[config.mk]
export PLATFORM = sky130hd
export DESIGN_NAME = imcc_ctrl
export DESIGN_NICKNAME = d
export VERILOG_FILES = /design/src/imcc_pkg.sv /design/src/imcc_route_if.sv /design/src/imcc_route_decode.sv /design/src/imcc_ctrl.sv
export VERILOG_INCLUDE_DIRS = /design/src
export SDC_FILE = /design/constraint.sdc
export NUM_CORES = 1
export LEC_CHECK = 0
export BUFFER_PORTS_ARGS = -buffer_cell sky130_fd_sc_hd__buf_2
export CORE_ASPECT_RATIO = 0.9
export CORE_MARGIN = 5
export CORE_UTILIZATION = 40
export DETAILED_ROUTE_END_ITERATION = 10
export SETUP_SLACK_MARGIN = 0.2
export SLEW_MARGIN = 20
export SYNTH_ARGS = -nofsm -noshare
export SYNTH_HDL_FRONTEND = slang
export SYNTH_SLANG_ARGS = --single-unit
[constraint.sdc]
create_clock -name clk_in -period 1.54 [get_ports clk_in]
set_input_delay 0.154 -clock clk_in [delete_from_list [all_inputs] [get_ports clk_in]]
set_output_delay 0.154 -clock clk_in [all_outputs]
set_load 0.01 [all_outputs]
[src/imcc_defines.svh]
`ifndef IMCC_DEFINES_SVH
`define IMCC_DEFINES_SVH
// register byte addresses
`define IMCC_ADDR_ROUTE 8'h60
`define IMCC_ADDR_CAL 8'h61
`define IMCC_ADDR_PUMP 8'h4F
// reset values
`define IMCC_RST_ROUTE 8'h01
`define IMCC_RST_CAL 8'h01
`define IMCC_RST_PUMP 8'h0B
// field positions
`define IMCC_SWAP_BIT 4
`define IMCC_SRC_LSB 0
`define IMCC_SRC_MSB 1
`define IMCC_CAL_BIT 0
`define IMCC_PUMP_LSB 0
`define IMCC_PUMP_MSB 2
// source select codes
`define IMCC_SRC_RSVD 2'h0
`define IMCC_SRC_A 2'h1
`define IMCC_SRC_B 2'h2
`define IMCC_SRC_DES 2'h3
// pump code that means nominal current
`define IMCC_PUMP_NOMINAL 3'h3
`endif

[src/imcc_pkg.sv]
package imcc_pkg;
   typedef logic [7:0] imcc_byte_t;
   // which input pair feeds a converter channel
   typedef enum logic [1:0] {
      IMCC_PAIR_NONE = 2'h0,
      IMCC_PAIR_A = 2'h1,
      IMCC_PAIR_B = 2'h2
   } imcc_pair_e;
   // calibration sequencer, gray along hold -> run -> settled
   typedef enum logic [1:0] {
      IMCC_CAL_HOLD = 2'h0,
      IMCC_CAL_RUN = 2'h1,
      IMCC_CAL_DONE = 2'h3
   } imcc_cal_e;
endpackage : imcc_pkg

[src/imcc_route_if.sv]
`timescale 1ns/100ps
interface imcc_route_if;
   logic single_mode;
   logic swap;
   logic [1:0] source;
   imcc_pkg::imcc_pair_e pair_a;
   imcc_pkg::imcc_pair_e pair_b;
   modport ctrl (output single_mode, output swap, output source,
      input pair_a, input pair_b);
   modport decode (input single_mode, input swap, input source,
      output pair_a, output pair_b);
endinterface : imcc_route_if

[src/imcc_route_decode.sv]
`timescale 1ns/100ps
`include "imcc_defines.svh"
module imcc_route_decode (
   imcc_route_if.decode rt
);
   always_comb begin
      rt.pair_a = imcc_pkg::IMCC_PAIR_A;
      rt.pair_b = imcc_pkg::IMCC_PAIR_B;
      if (rt.single_mode) begin
         // swap bit ignored here
         unique case (rt.source)
            `IMCC_SRC_RSVD: begin
               rt.pair_a = imcc_pkg::IMCC_PAIR_NONE;
               rt.pair_b = imcc_pkg::IMCC_PAIR_NONE;
            end
            `IMCC_SRC_A: begin
               rt.pair_a = imcc_pkg::IMCC_PAIR_A;
               rt.pair_b = imcc_pkg::IMCC_PAIR_A;
            end
            `IMCC_SRC_B: begin
               rt.pair_a = imcc_pkg::IMCC_PAIR_B;
               rt.pair_b = imcc_pkg::IMCC_PAIR_B;
            end
            `IMCC_SRC_DES: begin
               rt.pair_a = imcc_pkg::IMCC_PAIR_A;
               rt.pair_b = imcc_pkg::IMCC_PAIR_B;
            end
         endcase
      end else if (rt.swap) begin
         // source select ignored in dual modes
         rt.pair_a = imcc_pkg::IMCC_PAIR_B;
         rt.pair_b = imcc_pkg::IMCC_PAIR_A;
      end
   end
endmodule : imcc_route_decode

[src/imcc_ctrl.sv]
// Functional notes
// - the 3-bit pump trim scales charge-pump current from -70% to +100%, code 3 nominal and default.
// - in dual modes the swap bit exchanges which input pair each channel samples.
// - the swap bit does nothing while a single-channel link mode is chosen.
// - the source select picks reserved, pair A, pair B, or A/B interleaved, default pair A.
// - the source select does nothing while a dual-channel link mode is chosen.
// - a new input route takes effect only when a calibration run starts after the change.
// - calibration runs while the run bit is 1 and is held in reset at 0; reset value 1.
// - clearing the run bit also resets the digital and link clock dividers.
// - setting the run bit again reruns calibration with the new settings.
`timescale 1ns/100ps
`include "imcc_defines.svh"
module imcc_ctrl #(
   parameter int CAL_CYCLES = 16
) (
   // clock and reset
   input wire logic clk_in,
   input wire logic arst_n_in,
   // register port
   input wire logic reg_wr_in,
   input wire logic reg_rd_in,
   input wire logic [7:0] reg_addr_in,
   input wire logic [7:0] reg_wdata_in,
   output logic [7:0] reg_rdata_out,
   // device context
   input wire logic link_mode_single_in,
   input wire logic link_output_enable_in,
   // calibration engine, dividers, pump trim and input route
   output logic cal_reset_n_out,
   output logic cal_busy_out,
   output logic divider_reset_n_out,
   output logic [2:0] loop_pump_current_trim_out,
   output logic [1:0] route_a_out,
   output logic [1:0] route_b_out
);
   // ***************************************************
   // registers
   // ***************************************************
   imcc_pkg::imcc_byte_t input_route_control;
   imcc_pkg::imcc_byte_t calibration_run_control;
   imcc_pkg::imcc_byte_t pll_pump_trim_control;
   imcc_pkg::imcc_byte_t next_input_route_control;
   imcc_pkg::imcc_byte_t next_calibration_run_control;
   imcc_pkg::imcc_byte_t next_pll_pump_trim_control;
   logic [7:0] next_reg_rdata;
   logic [2:0] addr_sel;

   // one decode feeds both the write and the read path, so a register
   // cannot end up writable but not readable
   function automatic logic [2:0] reg_select(input logic [7:0] addr);
      logic [2:0] sel;
      sel = 3'h0;
      unique case (addr)
         `IMCC_ADDR_ROUTE: sel = 3'h1;
         `IMCC_ADDR_CAL: sel = 3'h2;
         `IMCC_ADDR_PUMP: sel = 3'h4;
         default: sel = 3'h0;
      endcase
      return sel;
   endfunction : reg_select

   assign addr_sel = reg_select(reg_addr_in);

   // ***************************************************
   // register write
   // ***************************************************
   always_comb begin
      next_input_route_control = input_route_control;
      next_calibration_run_control = calibration_run_control;
      next_pll_pump_trim_control = pll_pump_trim_control;
      if (reg_wr_in) begin
         // reserved bits are stored as written; unmapped writes drop
         if (addr_sel[0]) begin
            next_input_route_control = reg_wdata_in;
         end
         if (addr_sel[1]) begin
            next_calibration_run_control = reg_wdata_in;
         end
         if (addr_sel[2]) begin
            next_pll_pump_trim_control = reg_wdata_in;
         end
      end
   end

   always_ff @(posedge clk_in or negedge arst_n_in) begin
      if (!arst_n_in) begin
         input_route_control <= `IMCC_RST_ROUTE;
         calibration_run_control <= `IMCC_RST_CAL;
         pll_pump_trim_control <= `IMCC_RST_PUMP;
      end else begin
         input_route_control <= next_input_route_control;
         calibration_run_control <= next_calibration_run_control;
         pll_pump_trim_control <= next_pll_pump_trim_control;
      end
   end

   // ***************************************************
   // register read
   // ***************************************************
   // a read in the same cycle as a write to that register returns the
   // old contents; the data then stands until the next read
   always_comb begin
      next_reg_rdata = reg_rdata_out;
      if (reg_rd_in) begin
         unique case (addr_sel)
            3'h1: next_reg_rdata = input_route_control;
            3'h2: next_reg_rdata = calibration_run_control;
            3'h4: next_reg_rdata = pll_pump_trim_control;
            default: next_reg_rdata = 8'h00;
         endcase
      end
   end

   always_ff @(posedge clk_in or negedge arst_n_in) begin
      if (!arst_n_in) begin
         reg_rdata_out <= 8'h00;
      end else begin
         reg_rdata_out <= next_reg_rdata;
      end
   end

   logic cal_run;
   assign cal_run = calibration_run_control[`IMCC_CAL_BIT];

   // ***************************************************
   // route decode
   // ***************************************************
   // the decoded route follows the register live, but only reaches the
   // outputs when a calibration starts
   imcc_route_if rt ();
   assign rt.single_mode = link_mode_single_in;
   assign rt.swap = input_route_control[`IMCC_SWAP_BIT];
   assign rt.source = input_route_control[`IMCC_SRC_MSB:`IMCC_SRC_LSB];

   imcc_route_decode u_decode (
      .rt(rt.decode)
   );

   // ***************************************************
   // calibration sequencer
   // ***************************************************
   // the route is latched at calibration start so a mux change waits
   // for the next calibration rather than glitching live data
   localparam int CW = $clog2(CAL_CYCLES + 1);
   imcc_pkg::imcc_cal_e cal_state;
   imcc_pkg::imcc_cal_e next_cal_state;
   logic [CW-1:0] cal_count;
   logic [CW-1:0] next_cal_count;
   logic [1:0] next_route_a;
   logic [1:0] next_route_b;
   logic [2:0] next_trim;
   logic next_cal_reset_n;
   logic next_divider_reset_n;
   logic next_cal_busy;

   always_comb begin
      next_cal_state = cal_state;
      next_cal_count = cal_count;
      next_route_a = route_a_out;
      next_route_b = route_b_out;
      next_trim =
         pll_pump_trim_control[`IMCC_PUMP_MSB:`IMCC_PUMP_LSB];
      next_cal_reset_n = cal_run;
      // dividers share the hold with the calibration engine; the order
      // against the link enable is the host's duty and cannot be refused
      // here, so the link enable input is left unread
      next_divider_reset_n = cal_run;
      if (!cal_run) begin
         next_cal_state = imcc_pkg::IMCC_CAL_HOLD;
         next_cal_count = '0;
      end else begin
         unique case (cal_state)
            imcc_pkg::IMCC_CAL_HOLD: begin
               // input route loaded on rerun
               next_cal_state = imcc_pkg::IMCC_CAL_RUN;
               next_cal_count = '0;
               next_route_a = rt.pair_a;
               next_route_b = rt.pair_b;
            end
            imcc_pkg::IMCC_CAL_RUN: begin
               next_cal_count = cal_count + CW'(1);
               if (cal_count == CW'(CAL_CYCLES - 1)) begin
                  next_cal_state = imcc_pkg::IMCC_CAL_DONE;
               end
            end
            imcc_pkg::IMCC_CAL_DONE: begin
               // stays here until the host drops the run bit; a rerun
               // needs a clear and then a set
            end
            default: next_cal_state = imcc_pkg::IMCC_CAL_HOLD;
         endcase
      end
      next_cal_busy = (next_cal_state == imcc_pkg::IMCC_CAL_RUN);
   end

   always_ff @(posedge clk_in or negedge arst_n_in) begin
      if (!arst_n_in) begin
         cal_state <= imcc_pkg::IMCC_CAL_HOLD;
         cal_count <= '0;
         route_a_out <= imcc_pkg::IMCC_PAIR_A;
         route_b_out <= imcc_pkg::IMCC_PAIR_B;
         loop_pump_current_trim_out <= `IMCC_PUMP_NOMINAL;
         cal_reset_n_out <= 1'b0;
         divider_reset_n_out <= 1'b0;
         cal_busy_out <= 1'b0;
      end else begin
         cal_state <= next_cal_state;
         cal_count <= next_cal_count;
         route_a_out <= next_route_a;
         route_b_out <= next_route_b;
         loop_pump_current_trim_out <= next_trim;
         cal_reset_n_out <= next_cal_reset_n;
         divider_reset_n_out <= next_divider_reset_n;
         cal_busy_out <= next_cal_busy;
      end
   end
endmodule : imcc_ctrl

==> summary.txt <==
Synth
  – Post-Syn Nets: 182
  – Sequential element share of the synthesized area: 0.576
  – Flops & latches, synth: 48
  – Synth cell types: 30
  – Post-synth top area share: 0.463
  – Cells after Synth: 158
  – Yosys top cell by area: dfrtp_1
  – Mapped cell area: 2110 um^2
  – Synth warn: 0
  – Top cells by area, synth: dfrtp_1 46%, mux2_2 13%, dfstp_2 11%
  – Syn_area_per_cell: 13.3 um^2

CTS
  – Worst skew pair latency: 0.29 ns
  – Clk root buf: clkbuf_8
  – H-tree levels: 2
  – CTS tree: built
  – Sink Count: 48
  – Clock transition at the registers of the reported paths: 0.09 ns
  – CTS Buffer Depth: 2
  – Total CTS buffers: 5

Route
  – Via count: roughly 1.5k
  – Drt wl/cell: 16.3 um
  – TritonRoute pass-1 iters: 4
  – Total wire length: about 4.7 mm
  – Post-DR vias/cell: 5.20
  – Post-DRT Antenna Nets: 0
  – DR DRC count: 0
  – Iter 0 DRT Violations: 44

Die
  – Die height: 78.8 um
  – Die Wd: between 80 and 90 um
  – Die footprint: 6820 um^2
  – I/O pins: 40
  – Rows: 25
  – Initial core utilization: 0.406
  – Core Area: 5190 um^2

Critical path
  – Critical path arrival: around 1.6 ns
  – Setup crit end kind: flop
  – Crit path max fanout: 5
  – Crit Path Category: reg -> reg
  – CP Launch Type: flop
  – Reg2Reg Setup Slack: between 0.2 and 0.25 ns
  – CP Data Required Time: 1.76 ns

Layout
  – Util after Layout: 0.517
  – Layout Cells excl Fill: ~290
  – P&R area growth vs syn: 27.4%
  – Ratio of cells with drive above 1 in the final layout: 0.511
  – Final nets: 242
  – Commonest cells after routing, fill and taps aside: 38 x dfrtp_1, 38 x buf_2, 25 x mux2_2, 14 x buf_4, 10 x nor2_1
  – ANT cells: 0

STA
  – Final Hold Slack: 0.115 ns
  – Least-Margin Pin Slew: 0.335 ns
  – Final hold vios: 0
  – FMAX: around 0.75 GHz
  – RSZ-0062 raised after global routing: yes
  – Tcrit/Tclk final: 0.863
  – Final min period: 1.33 ns
  – Final setup vio count: 0
  – Fin Setup TNS: 0 ns
  – Skew final: 0.00651 ns
  – Max-slew violations: 0
  – Slew HR: 0.776

Placement
  – Hpwl dp: 3.38 mm
  – Final Wtd Congestion: 0.807
  – Cells after DPL: 270
  – Port-buffer cells: 38

Hold path
  – Worst min path class: in -> reg

GRT
  – First-pass GRT wire length: 7.80 mm
  – Initial antenna violation count: 0
  – Vias in the first global route: ~1.6k
  – Gr usage total: 0.147
  – Grt total ovfl: 0
  – Largest net degree at the start of global routing: 27

Power
  – Power Total: around 2.6 mW
  – Leakage power: 1.32 nW
  – Peak VDD IR: around 0.61 mV
  – Pwr/cell area: 970 nW/um^2

Outcome
  – Status: completed

Flow run
  – Max-Cap Viols: 0
==> layer usage <==
| layer | share of wire | GRT usage | vias to the layer above | wire length [um] |
|---|---|---|---|---|
| met2 | 0.54 | 0.268 | 37 | 2500 |
| met3 | 0.050 | 0.0322 | 5 | 232 |
| met4 | 0.0099 | 0.0467 | 0 | 46 |
| li1 | - | - | 695 | - |
| met1 | 0.40 | 0.171 | 749 | 1880 |
| met5 | 0 | 0 | - | 0 |
==> final cells by class <==
cell class	instances	area (um^2)
clock inverter	2	35.0
inverter	7	30.0
timing repair buffer	56	357
fill	459	2510
tap	67	83.8
clock buffer	6	72.6
sequential	48	1210
multi-input combinational	100	891
==> through the flow <==
step | setup slack, ns | instance area, um^2
global route | 0.174 | 2680
detailed placement | 0.0574 | 2470
floorplan | 0.205 | 2110
finish | 0.211 | 2680
global placement | 0.0765 | 2470
CTS | 0.198 | 2660
==> cell usage after synthesis (all sizes together) <==
cell and count:
o21ai 1, nor2 13, o2bb2ai 8, o211a 1, a22o 8, dfstp 9, and3 1, nor4b 2
a21o 2, buf 2, a21oi 10, nand3 4, inv 7, nor2b 4, dfrtp 39, nor3b 2
nand2 2, a31oi 1, nand2b 1, ha 2, nor3 4, mux2 25, nand4 1, mux2i 8
clkbuf 1
==> state kept, by name, indices dropped and copies added, names as in the netlist <==
| name | flops |
|---|---|
| loop_pump_current_trim_out | 3 |
| divider_reset_n_out | 1 |
| cal_busy_out | 1 |
| input_route_control | 8 |
| reg_rdata_out | 8 |
| route_a_out | 2 |
| pll_pump_trim_control | 8 |
| cal_state | 2 |
| route_b_out | 2 |
| calibration_run_control | 8 |
| cal_count | 5 |
==> kinds of logic (layout without fill, tap and decap cells) <==
family                   Yosys count  count (layout)  synth area share
flip-flops                        48              48             0.576
buffers and inverters             10              71            0.0202
adder cells (fa/ha/maj)            2               2            0.0119
AND/OR/NAND/NOR                   34              34             0.113
multiplexers                      33              33             0.172
AO/OA/AOI/OAI                     31              31             0.108
==> report_power, final <==
part | switching (mW) | internal, mW
clock network | 0.398 | 0.482
registers | 0.0451 | 1.36
logic | 0.169 | 0.144
total | 0.612 | 1.99
==> what timing repair did <==
| item | CTS | global route |
|---|---|---|
| hold endpoints to repair | 39 | 0 |
| hold buffers | 1 | 0 |
| cloned | 0 | 0 |
| endpoints found under the setup margin | 3 | 7 |
| resized for setup | 5 | 5 |
| pin swaps | 4 | 1 |
| buffers inserted | 6 | 1 |
==> final timing paths <==
check / startpoint / end / cells after the start
setup / recovery: calibration_run_control[0] / route_a_out[0] / 3
hold / removal: reg_wdata_in[2] / input_route_control[2] / 2
setup reg to reg: calibration_run_control[0] / route_a_out[0] / 3
hold reg to reg: pll_pump_trim_control[1] / loop_pump_current_trim_out[1] / 0
max in group asynchronous: arst_n_in / pll_pump_trim_control[3] / 3
min in group asynchronous: arst_n_in / reg_rdata_out[0] / 3
==> worst max-delay path: stages, from the launching register on <==
cell,delay (ns)
dfstp_2,0.56
clkinvlp_4,0.15
nor3_4,0.18
mux2_2,0.36
No activity file was read; power rests on OpenSTA's default activity.
